==> src/include/slbc_pkg.sv <==
package slbc_pkg;
    // strap bit positions inside the held strap word
    localparam int STRAP_W = 3;
    localparam int BIT_BOOT = 0;
    localparam int BIT_SUPPLY = 1;
    localparam int BIT_PRINT = 2;
    // pull defaults while reset is asserted: boot-select up, others down
    localparam logic [2:0] PULL_UP_MASK = 3'h1;
    localparam logic [2:0] PULL_DN_MASK = 3'h6;
    // register map over the plain port
    localparam int ADDR_W = 4;
    localparam logic [3:0] ADDR_STRAP = 4'h0;
    localparam logic [3:0] ADDR_BOOT = 4'h4;
    localparam logic [31:0] RD_ZERO = 32'h0;
    // print-control fuse codes
    localparam logic [1:0] PRN_ALWAYS = 2'h0;
    localparam logic [1:0] PRN_IF_LOW = 2'h1;
    localparam logic [1:0] PRN_IF_HIGH = 2'h2;
    localparam logic [1:0] PRN_NEVER = 2'h3;
    // flash supply select value: 0 = 3.3 V, 1 = 1.8 V
    localparam logic SUPPLY_3V3 = 1'b0;
    localparam logic SUPPLY_1V8 = 1'b1;

    typedef enum logic [1:0] {
        SLBC_BOOT_FLASH,
        SLBC_BOOT_DOWNLOAD,
        SLBC_BOOT_INVALID
    } slbc_boot_t;

    typedef struct packed {
        logic supply_force;
        logic supply_tie;
        logic [1:0] print_ctrl;
        logic print_route;
    } slbc_fuse_t;

    typedef struct packed {
        logic print_strap;
        logic supply_strap;
        logic boot_select;
    } slbc_strap_t;
endpackage

==> src/logic/slbc_top.sv <==
`timescale 1ns/100ps
// Behaviour
// - sample every strap pin on the first edge after internal reset release, hold bits until recaptured after the next reset
// - held strap bits readable from the strap status register
// - after reset release strap pins as normal pins, latched bits unchanged
// - during reset pull boot-select up and other two strap pins down
// - flash-supply strap 0 selects 3.3 V, 1 selects 1.8 V
// - supply-force fuse set: use supply-tie fuse instead of strap bit
// - boot-select 1 flash boot, 0 with print 0 download; 0/1 invalid
// - print fuse 0 always, 1 strap low, 2 strap high, 3 never
// - boot messages go to serial tx, or converter pin when fuse set
module slbc_top
    import slbc_pkg::*;
(
    // clock and reset
    input wire logic mclk,
    input wire logic rstn,
    // strap pins and fuses
    input wire slbc_strap_t strap_in,
    input wire slbc_fuse_t fuse_in,
    // pulls on strap pins
    output logic [2:0] pull_up_en,
    output logic [2:0] pull_dn_en,
    output logic strap_release,
    // decoded boot configuration
    output logic flash_supply_sel,
    output slbc_boot_t boot_mode,
    output logic print_en,
    output logic print_to_tx,
    output logic print_to_conv,
    // register port
    input wire logic [3:0] addr,
    input wire logic [31:0] wdata,
    input wire logic wr_stb,
    input wire logic rd_stb,
    output logic [31:0] rdata
);
    logic rst_s1_r;
    logic rst_s2_r;
    logic held_valid_r;
    slbc_strap_t strap_r;

    // async assert, synchronous release
    always_ff @(posedge mclk or negedge rstn) begin
        if (!rstn) begin
            rst_s1_r <= 1'b0;
            rst_s2_r <= 1'b0;
        end else begin
            rst_s1_r <= 1'b1;
            rst_s2_r <= rst_s1_r;
        end
    end

    // pulls stay on until the latch holds, so the capture edge still sees them
    always_ff @(posedge mclk or negedge rst_s2_r) begin
        if (!rst_s2_r) begin
            pull_up_en <= PULL_UP_MASK;
            pull_dn_en <= PULL_DN_MASK;
            strap_release <= 1'b0;
        end else begin
            pull_up_en <= held_valid_r ? 3'h0 : PULL_UP_MASK;
            pull_dn_en <= held_valid_r ? 3'h0 : PULL_DN_MASK;
            strap_release <= held_valid_r;
        end
    end

    // capture once on the first edge after internal release; pins are
    // sampled in a clocked process since async reset must load constants
    always_ff @(posedge mclk or negedge rst_s2_r) begin
        if (!rst_s2_r) begin
            held_valid_r <= 1'b0;
        end else begin
            held_valid_r <= 1'b1;
        end
    end

    // strap latch is not reset so the bits survive until recaptured
    always_ff @(posedge mclk) begin
        if (rst_s2_r && !held_valid_r) begin
            strap_r <= strap_in;
        end
    end

    // decode, registered so outputs come from flops
    always_ff @(posedge mclk or negedge rst_s2_r) begin
        if (!rst_s2_r) begin
            flash_supply_sel <= SUPPLY_3V3;
            boot_mode <= SLBC_BOOT_FLASH;
            print_en <= 1'b0;
            print_to_tx <= 1'b0;
            print_to_conv <= 1'b0;
        end else if (held_valid_r) begin
            flash_supply_sel <= fuse_in.supply_force ? fuse_in.supply_tie
                                : strap_r.supply_strap;
            if (strap_r.boot_select) begin
                boot_mode <= SLBC_BOOT_FLASH;
            end else if (!strap_r.print_strap) begin
                boot_mode <= SLBC_BOOT_DOWNLOAD;
            end else begin
                boot_mode <= SLBC_BOOT_INVALID;
            end
            unique case (fuse_in.print_ctrl)
                PRN_ALWAYS: print_en <= 1'b1;
                PRN_IF_LOW: print_en <= !strap_r.print_strap;
                PRN_IF_HIGH: print_en <= strap_r.print_strap;
                PRN_NEVER: print_en <= 1'b0;
            endcase
            print_to_tx <= !fuse_in.print_route;
            print_to_conv <= fuse_in.print_route;
        end
    end

    // read port: strap status and decoded boot word; writes ignored
    always_ff @(posedge mclk or negedge rst_s2_r) begin
        if (!rst_s2_r) begin
            rdata <= RD_ZERO;
        end else if (rd_stb) begin
            unique case (addr)
                ADDR_STRAP: rdata <= {29'h0, strap_r};
                ADDR_BOOT: rdata <= {26'h0, print_to_conv, print_to_tx, print_en,
                                     boot_mode, flash_supply_sel};
                default: rdata <= RD_ZERO;
            endcase
        end else begin
            rdata <= RD_ZERO;
        end
    end

    // decoded outputs are registered, so their checks look one cycle back
    strap_hold_a: assert property (@(posedge mclk) disable iff (!rst_s2_r)
        held_valid_r && $past(held_valid_r)
        |-> $stable(strap_r))
        else $error("strap bits changed after capture");

    capture_edge_a: assert property (@(posedge mclk) disable iff (!rst_s2_r)
        $rose(held_valid_r)
        |-> strap_r == $past(strap_in))
        else $error("strap capture mismatch");

    capture_pulled_a: assert property (@(posedge mclk) disable iff (!rst_s2_r)
        $rose(held_valid_r)
        |-> $past(pull_up_en) == PULL_UP_MASK && $past(pull_dn_en) == PULL_DN_MASK)
        else $error("strap pins sampled without pulls");

    pull_release_a: assert property (@(posedge mclk) disable iff (!rst_s2_r)
        strap_release
        |-> pull_up_en == 3'h0 && pull_dn_en == 3'h0)
        else $error("pulls still on after release");

    release_after_a: assert property (@(posedge mclk) disable iff (!rst_s2_r)
        $rose(strap_release)
        |-> $past(held_valid_r))
        else $error("pins released before capture");

    pull_reset_a: assert property (@(posedge mclk)
        !rst_s2_r ##1 !rst_s2_r
        |-> pull_up_en == PULL_UP_MASK && pull_dn_en == PULL_DN_MASK)
        else $error("strap pulls missing in reset");

    supply_sel_a: assert property (@(posedge mclk) disable iff (!rst_s2_r)
        $past(held_valid_r) && !$past(fuse_in.supply_force)
        |-> flash_supply_sel == $past(strap_r.supply_strap))
        else $error("supply select not from strap");

    supply_force_a: assert property (@(posedge mclk) disable iff (!rst_s2_r)
        $past(held_valid_r) && $past(fuse_in.supply_force)
        |-> flash_supply_sel == $past(fuse_in.supply_tie))
        else $error("supply fuse override ignored");

    boot_dec_a: assert property (@(posedge mclk) disable iff (!rst_s2_r)
        $past(held_valid_r) && $past(strap_r.boot_select)
        |-> boot_mode == SLBC_BOOT_FLASH)
        else $error("boot select high not flash boot");

    boot_download_a: assert property (@(posedge mclk) disable iff (!rst_s2_r)
        $past(held_valid_r) && !$past(strap_r.boot_select) && !$past(strap_r.print_strap)
        |-> boot_mode == SLBC_BOOT_DOWNLOAD)
        else $error("download straps not download boot");

    print_always_a: assert property (@(posedge mclk) disable iff (!rst_s2_r)
        $past(held_valid_r) && $past(fuse_in.print_ctrl) == PRN_ALWAYS
        |-> print_en)
        else $error("print disabled with always fuse");

    print_low_a: assert property (@(posedge mclk) disable iff (!rst_s2_r)
        $past(held_valid_r) && $past(fuse_in.print_ctrl) == PRN_IF_LOW
        |-> print_en == !$past(strap_r.print_strap))
        else $error("print gate wrong for strap low fuse");

    print_high_a: assert property (@(posedge mclk) disable iff (!rst_s2_r)
        $past(held_valid_r) && $past(fuse_in.print_ctrl) == PRN_IF_HIGH
        |-> print_en == $past(strap_r.print_strap))
        else $error("print gate wrong for strap high fuse");

    print_never_a: assert property (@(posedge mclk) disable iff (!rst_s2_r)
        $past(held_valid_r) && $past(fuse_in.print_ctrl) == PRN_NEVER
        |-> !print_en)
        else $error("print enabled with never fuse");

    print_route_a: assert property (@(posedge mclk) disable iff (!rst_s2_r)
        $past(held_valid_r)
        |-> print_to_conv == $past(fuse_in.print_route) && print_to_tx != print_to_conv)
        else $error("print route not from fuse");

    strap_read_a: assert property (@(posedge mclk) disable iff (!rst_s2_r)
        rd_stb && addr == ADDR_STRAP
        |=> rdata[2:0] == $past(strap_r))
        else $error("strap status read wrong");

    read_idle_a: assert property (@(posedge mclk) disable iff (!rst_s2_r)
        !rd_stb
        |=> rdata == RD_ZERO)
        else $error("read data not cleared");

    download_c: cover property (@(posedge mclk) boot_mode == SLBC_BOOT_DOWNLOAD);
    forced_c: cover property (@(posedge mclk) $past(fuse_in.supply_force) && flash_supply_sel);
    print_c: cover property (@(posedge mclk) print_en && print_to_conv);
    reboot_c: cover property (@(posedge mclk) $fell(strap_release));
    strap_read_c: cover property (@(posedge mclk) rd_stb && addr == ADDR_STRAP);
endmodule

==> config.mk <==
export PLATFORM = sky130hd
export DESIGN_NAME = slbc_top
export DESIGN_NICKNAME = d
export VERILOG_FILES = /design/src/include/slbc_pkg.sv /design/src/logic/slbc_top.sv
export SDC_FILE = /design/constraint.sdc
export NUM_CORES = 1
export LEC_CHECK = 0
export BUFFER_PORTS_ARGS = -buffer_cell sky130_fd_sc_hd__buf_2
export CAP_MARGIN = 40
export CORE_MARGIN = 2
export CORE_UTILIZATION = 30
export CTS_CLUSTER_SIZE = 10
export DETAILED_ROUTE_END_ITERATION = 7
export GPL_TIMING_DRIVEN = 1
export PLACE_DENSITY = 0.68
export SLEW_MARGIN = 0
export SYNTH_ARGS = -nofsm -noshare
export SYNTH_HDL_FRONTEND = slang
export SYNTH_SLANG_ARGS = --single-unit
export TNS_END_PERCENT = 5
==> constraint.sdc <==
create_clock -name mclk -period 1 [get_ports mclk]
set_input_delay 0.05 -clock mclk [delete_from_list [all_inputs] [get_ports mclk]]
set_output_delay 0.05 -clock mclk [all_outputs]
set_load 0.05 [all_outputs]
== Word-level counts from Yosys, hierarchy flattened ==
Cells that the tools add are included.

* Bits of input ports: 48
* Register bits: 49
* Logic and storage cells: 33
* Output and inout port bits: 45

* Equality and inequality tests: 4
* Reduce and logical (&&, ||, !) cells: 6
* Muxes and demuxes: 8

{| class="wikitable"
|+ Operators by type and width
! cell !! count
|-
| 32-bit two-way mux || 1
|-
| 6-bit case mux with 2 select lines || 1
|-
| 2-bit equality test, second input constant || 2
|-
| 4-bit by 3-bit equality test with 1-bit output, second input constant || 1
|-
| 4-bit zero test || 1
|-
| 2-bit two-way mux || 2
|-
| 1-bit case mux with 4 select lines || 1
|-
| 1-bit zero test || 3
|-
| 3-bit two-way mux || 1
|-
| 2-bit by 1-bit equality test with 1-bit output, second input constant || 1
|-
| 2-bit zero test || 1
|-
| 1-bit two-way mux || 2
|-
| 1-bit logical AND || 1
|}

== Longest topological paths before layout ==
Gate-level depths: netlist of run 1.

* Depth after elaboration: 3
* Depth in mapped cells: 3
* Gate-level depth less buffers: 2

== Least setup slack after synthesis of run 1 ==
OpenSTA, ideal clock, no wires.

* Kind: register -> register
* Start point: register rst_s2_r
* End point: register strap_r[0] in the netlist's numbering (enable)
* Arrival: 0.906 ns
* Path slack: -0.228 ns
* Buffers on the path: 0
* Stages on the path, launching flop included: 2
* Cells stage by stage: dfrtp_1 > nor2b_1

* Word-level cells in the longest chain between the ends: 1

{| class="wikitable"
|+ Ends and longest elaborated chain
! what !! RTL line !! text
|-
| from (decl) || slbc_top.sv:39 || <nowiki>logic rst_s2_r;</nowiki>
|-
| from (signal assigned) || slbc_top.sv:50 || <nowiki>rst_s2_r <= rst_s1_r;</nowiki>
|-
| 1-bit logical AND || slbc_top.sv:79 || <nowiki>if (rst_s2_r && !held_valid_r) begin</nowiki>
|-
| to (signal assigned) || slbc_top.sv:80 || <nowiki>strap_r <= strap_in;</nowiki>
|-
| to (decl) || slbc_top.sv:41 || <nowiki>slbc_strap_t strap_r;</nowiki>
|}

Every way passes these cells.
A chain may end at the register's enable or synchronous reset.

==> metrics.md, run 1 <==
| Metric | Value |
|---|---|
| Outcome | finished, violations left |
| Failing checks | setup timing |
| Final WL | 1540 um |
| I/O pins | 93 |
| Startpoint Class | register |
| Seq cells post-synth | 20 |
| Syn_area_per_cell | 11.7 um^2 |
| Cell family with most CP delay | flip-flops |
| Post-route minimum period | 1.08 ns |
| Biggest register | rdata |
| Via/cell ratio | 3.64 |
| Adder-Cell Fraction of Synth Area | 0% |
| Clk buf depth | 2 |
| Register-to-Register Setup Slack | 0.06 ns |
| Routed len/inst | 9.37 um |
| Hold depth | 3 |
| IO Port Bufs | 30 |
| Sequential cell area fraction in the yosys report | 54.5% |
| Routed Antenna Nets | 0 |
| Yosys warns | 0 |
| Depth of the CTS H-tree | 1 |
| Regs by FF count | rdata x6, strap_r x3, boot_mode x2 |
| Nets@finish | 169 |
| # setup viols final | 3 |
| Simple-Gate Fraction of Synth Area | 8.44% |
| Critical Path Max Stage Delay | 0.58 ns |
| Gr usage total | 8.76% |
| First-pass GRT wire length | 2250 um |
| Max Cap Violations | 0 |
| Setup ws final | -0.0849 ns |
| Sink Count | 20 |
| Via count | 597 |
| Wl on met1 | 601 um |
| Synth cell count leaders | buf_4 (31), dfrtp_1 (16), mux2i_1 (5), nor2_1 (5) |
| Post-layout utilization of the core | 39.9% |
| Number of synthesized flops with an enable pin | 3 |
| Critical R2R Launch | held_valid_r |
| Drc violations | 0 |
| Die width | 60.2 um |
| Yosys top cell area share | 42.2% |
| 1st-iter DRT viols | 11 |
| Initial Util | 31.3% |
| Setup TNS Final | -0.253 ns |
| Cell leakage power | 0.640 nW |
| Reg-to-reg endpoint | boot_mode[0] |
| Initial antenna violation count | 0 |
| Synthesized cell area | roughly 950 um^2 |
| Synth Area in Compound Gates | 2.37% |
| Worst-path cell chain | buf_6 |
| Max FO, Critical Path | 3 |
| Worst vdd ir | between 0.4 and 0.5 mV |
| Crit. End Element | output pin |
| Power density over the cells | 1590 mW/mm^2 |
| Syn Inst Count | 81 |
| FMAX | 922 MHz |
| Vias in the first global route | roughly 530 |
| Worst hold start | addr[3] |
| Max reg flops | 6 |
| Clock transition at path regs | 0.11 ns |
| WP buf/inv | 1 |
| Cell variety after synth | 20 |
| Ys async rst share | 85.0% |
| DP Worst Slack | -0.00334 ns |
| WS Path Type | register to output pin |
| Die H | 60.2 um |
| Core Region | 0.00303 mm^2 |
| Fin. Hold Viols | 0 |
| Main combinational cell family by area after synthesis | buffers and inverters |
| Hold_ws | between 0.03 and 0.04 ns |
| Fin Clk Skew | 0.00613 ns |
| Cell taking the most area after synthesis | dfrtp_1 |
| Top FF cell, synth | dfrtp_1 |
| Post-synthesis mux area share | 7.65% |
| Clk_lat worst skew | ~0.3 ns |
| Diodes inserted | 0 |
| TritonRoute pass-1 iters | 4 |
| Largest net degree at the start of global routing | 16 |
| Routability cong. | about 0.78 |
| FP Rows | 20 |
| Root buffer cell | clkbuf_4 |
| Slowest cell on the critical path | dfstp_2 |
| Synth-to-Final Area Change | 27.4% |
| Length of routed met3 wiring | 168 um |
| Slew Viols, Final | 0 |
| Cells taking the most area after synthesis | dfrtp_1 (42%), buf_4 (25%), edfxtp_1 (9.5%) |
| Top routing layer in use | met4 |
| Worst EP arrival | 1.03 ns |
| Half-perimeter wire length after placement | 1230 um |
| Most common cell in the netlist | buf_4 |
| Worst path required time | 0.95 ns |
| Total CTS buffers | 3 |
| Die area | 0.00363 mm^2 |
| Share of layout cells above drive strength 1 | 38.3% |
| Congestion Overflow GR | 0 |
| Worst hold path type | input pin to register |
| Unrepaired setup endpoints after global routing | true |
| WL met2 | 736 um |
| Tcrit/Tclk final | 108% |
| Hold Path End | rdata[1] |
| Worst-case reg-to-reg path depth | 3 |
| CTS tree | done |
| Xor and xnor area share after synthesis | 0% |
[layer usage]
metal  up-vias  GRT usage (%)
li1        277              -
met2        47           15.1
met5         -              0
met1       269           8.89
met4         0           6.35
met3         4           2.60
[layout by cell type (no fill, tap or decap), types with 2 or more instances in the layout]
cell type	Yosys	layout
conb_1	2	31
buf_2	1	21
dfrtp_1	16	14
buf_6	0	9
mux2i_1	5	5
nor2_1	5	5
dlygate4sd3_1	0	5
buf_4	31	4
and3_1	3	3
clkbuf_4	0	3
edfxtp_1	3	3
inv_1	2	2
a21oi_1	2	2
mux2_2	2	2
dfrtp_2	0	2
[area by class of cell]
type                       instances  area [um^2]
inverter                           2         7.51
sequential                        20          519
tap                               44         55.1
clock buffer                       4         36.3
timing repair buffer              39          287
fill                             293         1820
multi-input combinational         55          304
[power by group]
part | total, mW | internal [mW] | leakage [nW] | switching (mW)
sequential | 0.905 | 0.870 | 0.238 | 0.0352
combinational | 0.556 | 0.130 | 0.381 | 0.426
clock | 0.464 | 0.222 | 0.0210 | 0.242
total | 1.93 | 1.22 | 0.640 | 0.704
[tightest hold or removal path: cells and delay by family]
family / cells / cell delay [ns]
and+or+nand+nor: 2 / 0.16
buffers and inverters: 1 / 0.09
[through the flow]
stage | std cells | power (mW) | instance area [um^2]
6_report | 164 | 1.93 | 1210
5_1_grt | 164 | 2.03 | 1210
4_1_cts | 164 | 1.93 | 1180
3_5_place_dp | 155 | 1.42 | 1060
3_3_place_gp | 155 | 1.42 | 1060
2_1_floorplan | 110 | 1.42 | 1070
[how the worst max path moves through the flow]
stage	end	cells after the start	slack, ns	from
after global routing	pull_dn_en[2]	1	-0.15	pull_dn_en[1]
after global placement	print_en	1	-0.004	held_valid_r
after detailed placement	print_to_conv	1	-0.003	held_valid_r
after CTS	pull_dn_en[1]	1	-0.10	pull_dn_en[1]
final	pull_up_en[0]	1	-0.08	pull_dn_en[1]
after floorplan	strap_r[0]	1	-0.03	rst_s2_r
[logic make-up (layout without fill, tap and decap cells)]
| group | after synthesis | count (layout) |
|---|---|---|
| buf+inv | 35 | 45 |
| compound gates | 4 | 4 |
| simple gates | 13 | 13 |
| mux | 7 | 7 |
| flops | 20 | 20 |
| other cells | 2 | 31 |
[timing repair]
| item | 4_1_cts | 5_1_grt |
|---|---|---|
| hold buffers | 5 | 0 |
| setup endpoints to repair | 11 | 9 |
| gates resized for setup | 13 | 7 |
| buffers inserted | 0 | 0 |
| endpoints found under the hold margin | 7 | 0 |
Note: power is estimated with default switching activity, not from simulation.
==> inputs of run 2 (changes only) <==
Settings changed: CORE_UTILIZATION 30 to 38, GPL_ROUTABILITY_DRIVEN from default to 0, PLACE_DENSITY 0.68 to 0.92.
==> metrics.md, run 2 (synthesized netlist as in run 1, its figures left out) <==
| Metric | Value |
|---|---|
| Sink Count | 20 |
| Unrepaired setup endpoints after global routing | true |
| Design area | 0.00117 mm^2 |
| Share of layout cells above drive strength 1 | around 37% |
| Synth-to-Final Area Change | 23.2% |
| Tcrit/Tclk final | 110% |
| Die area | 0.00291 mm^2 |
| Power density over the cells | 1580 mW/mm^2 |
| Total power | around 1.8 mW |
| Placed Area | 0.00104 mm^2 |
| WS Path Type | register to output pin |
| Most frequent cells in the layout | conb_1 (31), buf_2 (21), dfrtp_1 (14) |
| Die H | between 50 and 60 um |
| Diodes inserted | 0 |
| Critical Path Max Stage Delay | 0.59 ns |
| Post-layout utilization of the core | 48.5% |
| Depth of the CTS H-tree | 1 |
| Cell family with most CP delay | flip-flops |
| Vias in the first global route | approximately 560 |
| DP Worst Slack | -0.0298 ns |
| Slowest cell on the critical path | dfstp_2 |
| I/O pins | 93 |
| Worst EP arrival | about 1.1 ns |
| Setup Fix Bufs, Post-CTS | 0 |
| Gr usage total | 12.5% |
| Routed len/inst | 11.1 um |
| Core Region | 0.00241 mm^2 |
| Biggest register | rdata |
| # setup viols final | 3 |
| Max reg flops | 6 |
| Crit. End Element | output pin |
| Die width | 54.0 um |
| Reg-to-reg endpoint | print_to_conv |
| Cell leakage power | 0.630 nW |
| Nets@finish | 169 |
| Fin. Hold Viols | 0 |
| Setup TNS Final | -0.308 ns |
| Hold_ws | 0.0306 ns |
| Worst-path cell chain | buf_6 |
| Worst hold path type | input pin to register |
| Max FO, Critical Path | 3 |
| Via/cell ratio | 4.04 |
| Startpoint Class | register |
| FP Rows | 18 |
| Critical R2R Launch | held_valid_r |
| First-pass GRT wire length | 2550 um |
| Initial antenna violation count | 0 |
| Half-perimeter wire length after placement | 1190 um |
| CTS tree | done |
| WP buf/inv | 1 |
| Final WL | around 1700 um |
| Post-route minimum period | 1.10 ns |
| Congestion Overflow GR | 0 |
| Worst hold start | addr[0] |
| Setup ws final | -0.104 ns |
| Worst path required time | between 0.9 and 1 ns |
| Via count | 606 |
| Root buffer cell | clkbuf_4 |
| Drc violations | 0 |
| Largest net degree at the start of global routing | 16 |
| Regs by FF count | rdata x6, strap_r x3, boot_mode x2 |
| Worst vdd ir | around 1 mV |
| Failing checks | setup timing |
| Register-to-Register Setup Slack | 0.04 ns |
| Max Cap Violations | 0 |
| FMAX | 906 MHz |
| Outcome | finished, violations left |
| Post-route insts no fill | 150 |
| Clk buf depth | 2 |
| Initial Util | 39.4% |
| Hold depth | 3 |
| IO Port Bufs | 30 |
| Worst-case reg-to-reg path depth | 1 |
| Clk_lat worst skew | 0.30 ns |
| 1st-iter DRT viols | 5 |
| Hold Path End | rdata[1] |
| Total CTS buffers | 3 |
| Routed Antenna Nets | 0 |
| Fin Clk Skew | about 0.0077 ns |
| Placed Instances | 141 |
| TritonRoute pass-1 iters | 4 |
| Slew Viols, Final | 0 |
| Most common cell after layout, fill and taps aside | conb_1 |
| Clock transition at path regs | 0.11 ns |
-- run 2: changes by cell type in the layout (fill, tap and decap cells not counted) --
cell / change
buf_6: -2
clkbuf_8: -1
o31ai_1: +1
buf_4: +2
o31ai_2: -1
clkbuf_1: +1
-- run 2: how the worst max path moves through the flow --
stage	slack, ns	from	depth (start not counted)	to
floorplan	-0.03	rst_s2_r	1	strap_r[0]
global placement	-0.009	held_valid_r	1	print_en
detailed placement	-0.03	held_valid_r	1	print_to_conv
CTS	-0.12	pull_dn_en[1]	1	pull_dn_en[1]
global route	-0.14	pull_dn_en[1]	1	pull_dn_en[1]
finish	-0.10	pull_dn_en[1]	1	pull_dn_en[1]
-- run 2: tightest hold or removal path: stages --
cell and delay (ns):
buf_2 0.09, or4b_4 0.13, nor2_1 0.04
-- run 2: power breakdown --
group | internal, mW | switching, mW | total (mW)
sequential | 0.870 | 0.0371 | 0.907
combinational | 0.125 | 0.427 | 0.553
clock | 0.155 | 0.226 | 0.381
total | 1.15 | 0.690 | 1.84
-- run 2: area by class of cell --
class,count,area [um^2]
clock buffers,4,26.3
multi-input cells,55,299
repair buffers,39,279
flip-flops and latches,20,519
inverters,2,7.51
fillers,210,1240
well taps,30,37.5
-- run 2: repair_timing --
action                     CTS  global route
hold endpoints to repair     6             0
gates resized for setup     11             8
hold buffers                 5             0
setup endpoints to repair   10             9
-- run 2: layer usage --
layer,vias to the layer above,wire length (um),global-route usage [%]
li1,280,-,-
met1,275,561,13.0
met2,49,921,23.2
met3,2,159,2.78
met4,0,19,6.41
met5,-,0,0
==> inputs of run 3 (changes only) <==
Settings changed: MAX_ROUTING_LAYER from default to met4.
Clock period 1 ns to 1.3 ns, I/O delays scaled along.
==> metrics.md, run 3 (synthesized netlist as in run 1, its figures left out) <==
| Metric | Value |
|---|---|
| Worst EP arrival | 1.10 ns |
| Outcome | complete, no violations |
| WP buf/inv | 1 |
| Diodes inserted | 0 |
| Worst path required time | 1.24 ns |
| Fin Clk Skew | 0.000499 ns |
| Cell family with most CP delay | flip-flops |
| 1st-iter DRT viols | 4 |
| Fin. Hold Viols | 0 |
| Largest net degree at the start of global routing | 16 |
| Biggest register | rdata |
| Clock transition at path regs | 0.10 ns |
| Core Region | 0.00241 mm^2 |
| Initial antenna violation count | 0 |
| Critical R2R Launch | held_valid_r |
| Initial Util | between 30% and 40% |
| Critical Path Max Stage Delay | 0.54 ns |
| # setup viols final | 0 |
| Root buffer cell | clkbuf_4 |
| Crit. End Element | output pin |
| Unrepaired setup endpoints after global routing | false |
| Depth of the CTS H-tree | 1 |
| Nets@finish | 166 |
| Max reg flops | 6 |
| Clk buf depth | 2 |
| Area of the multi-input gates | 292 um^2 |
| Post-CTS Resized | 0 |
| Half-perimeter wire length after placement | between 1000 and 1500 um |
| Share of layout cells above drive strength 1 | between 30% and 40% |
| Via/cell ratio | 4.01 |
| Via count | 590 |
| Most frequent cells in the layout | conb_1 (31), buf_2 (30), dfrtp_1 (16) |
| Met3 Usage GRT | 2.78% |
| WS Path Type | register to output pin |
| First-pass GRT wire length | 2120 um |
| Regs by FF count | rdata x6, strap_r x3, boot_mode x2 |
| Worst Max-Slew Pin Slew | 0.491 ns |
| Sink Count | 20 |
| Met2 Resource Use GR | between 10% and 20% |
| Gr usage total | 11.2% |
| Most common cell after layout, fill and taps aside | conb_1 |
| Total CTS buffers | 3 |
| Congestion Overflow GR | 0 |
| Final WL | 1550 um |
| Worst slew margin | 66.8% |
| Filler Cell Count | around 220 |
| Sequential Area | 517 um^2 |
| Worst hold path type | input pin to register |
| Routed Antenna Nets | 0 |
| Clk_lat worst skew | 0.30 ns |
| Post-route minimum period | 1.17 ns |
| Slew Viols, Final | 0 |
| CTS tree | done |
| FP Rows | 18 |
| FMAX | 857 MHz |
| Die H | 54.0 um |
| Setup TNS Final | 0 ns |
| Critical Path Stages | 1 |
| Cell leakage power | between 0.6 and 0.7 nW |
| TritonRoute pass-1 iters | 2 |
| Routed len/inst | around 11 um |
| Max Cap Violations | 0 |
| Worst hold start | addr[3] |
| Hold Path End | rdata[2] |
| Power density over the cells | 1310 mW/mm^2 |
| Worst vdd ir | 0.974 mV |
| Die width | 54.0 um |
| Startpoint Class | register |
| Vias in the first global route | 541 |
| Drc violations | 0 |
| Grt met1 use | a little over a tenth |
| Register-to-Register Setup Slack | ~0.15 ns |
| Post-layout utilization of the core | 45.5% |
| Hold depth | 3 |
| Worst-case reg-to-reg path depth | 1 |
| Slowest cell on the critical path | dfstp_2 |
| Synth-to-Final Area Change | 15.7% |
| Hold-fix buffers, CTS | 5 |
| I/O pins | a little over 90 |
| Busiest metal layer after global routing | met2 |
| IO Port Bufs | 30 |
| Max FO, Critical Path | 3 |
| Reg-to-reg endpoint | strap_r[2] |
| Tcrit/Tclk final | 89.7% |
| Die area | 0.00291 mm^2 |
| Worst-path cell chain | buf_2 |
| Setup Fix Bufs, Post-CTS | 0 |
-- run 3: worst max path at each step --
stage,from,slack (ns),endpoint
2_1_floorplan,rst_s2_r,0.07,strap_r[0]
3_3_place_gp,held_valid_r,0.21,strap_r[1]
3_5_place_dp,held_valid_r,0.18,strap_r[1]
4_1_cts,pull_dn_en[1],0.12,pull_up_en[0]
5_1_grt,held_valid_r,0.08,strap_r[0]
6_report,pull_dn_en[1],0.13,pull_up_en[0]
-- run 3: power breakdown --
group	leakage (nW)	switching (mW)	internal [mW]	total (mW)
combinational	0.342	0.324	0.0670	0.391
clock	0.0210	0.181	0.171	0.352
sequential	0.240	0.0246	0.668	0.693
-- run 3: final cells by class --
type	count	area share [%]
flip-flops and latches	20	47.1
multi-input cells	55	26.6
inverters	2	0.684
repair buffers	36	18.9
clock buffers	4	3.31
well taps	30	3.42
-- run 3: metal layers --
| metal | vias up | wire [um] |
|---|---|---|
| li1 | 273 | - |
| met1 | 272 | 532 |
| met2 | 43 | 831 |
| met3 | 2 | 150 |
| met4 | 0 | 32 |
| met5 | - | 0 |
-- run 3: per-stage QoR --
stage	total power [mW]	hold WS (ns)	setup slack, ns	instances	cell area [um^2]
floorplan	1.09	-0.231	0.0724	110	1060
global placement	1.08	-0.150	0.208	138	1010
detailed placement	1.08	-0.148	0.177	138	1010
CTS	1.45	0.0325	0.115	147	1100
global route	1.49	0.0419	0.0790	147	1100
finish	1.44	0.0372	0.133	147	1100
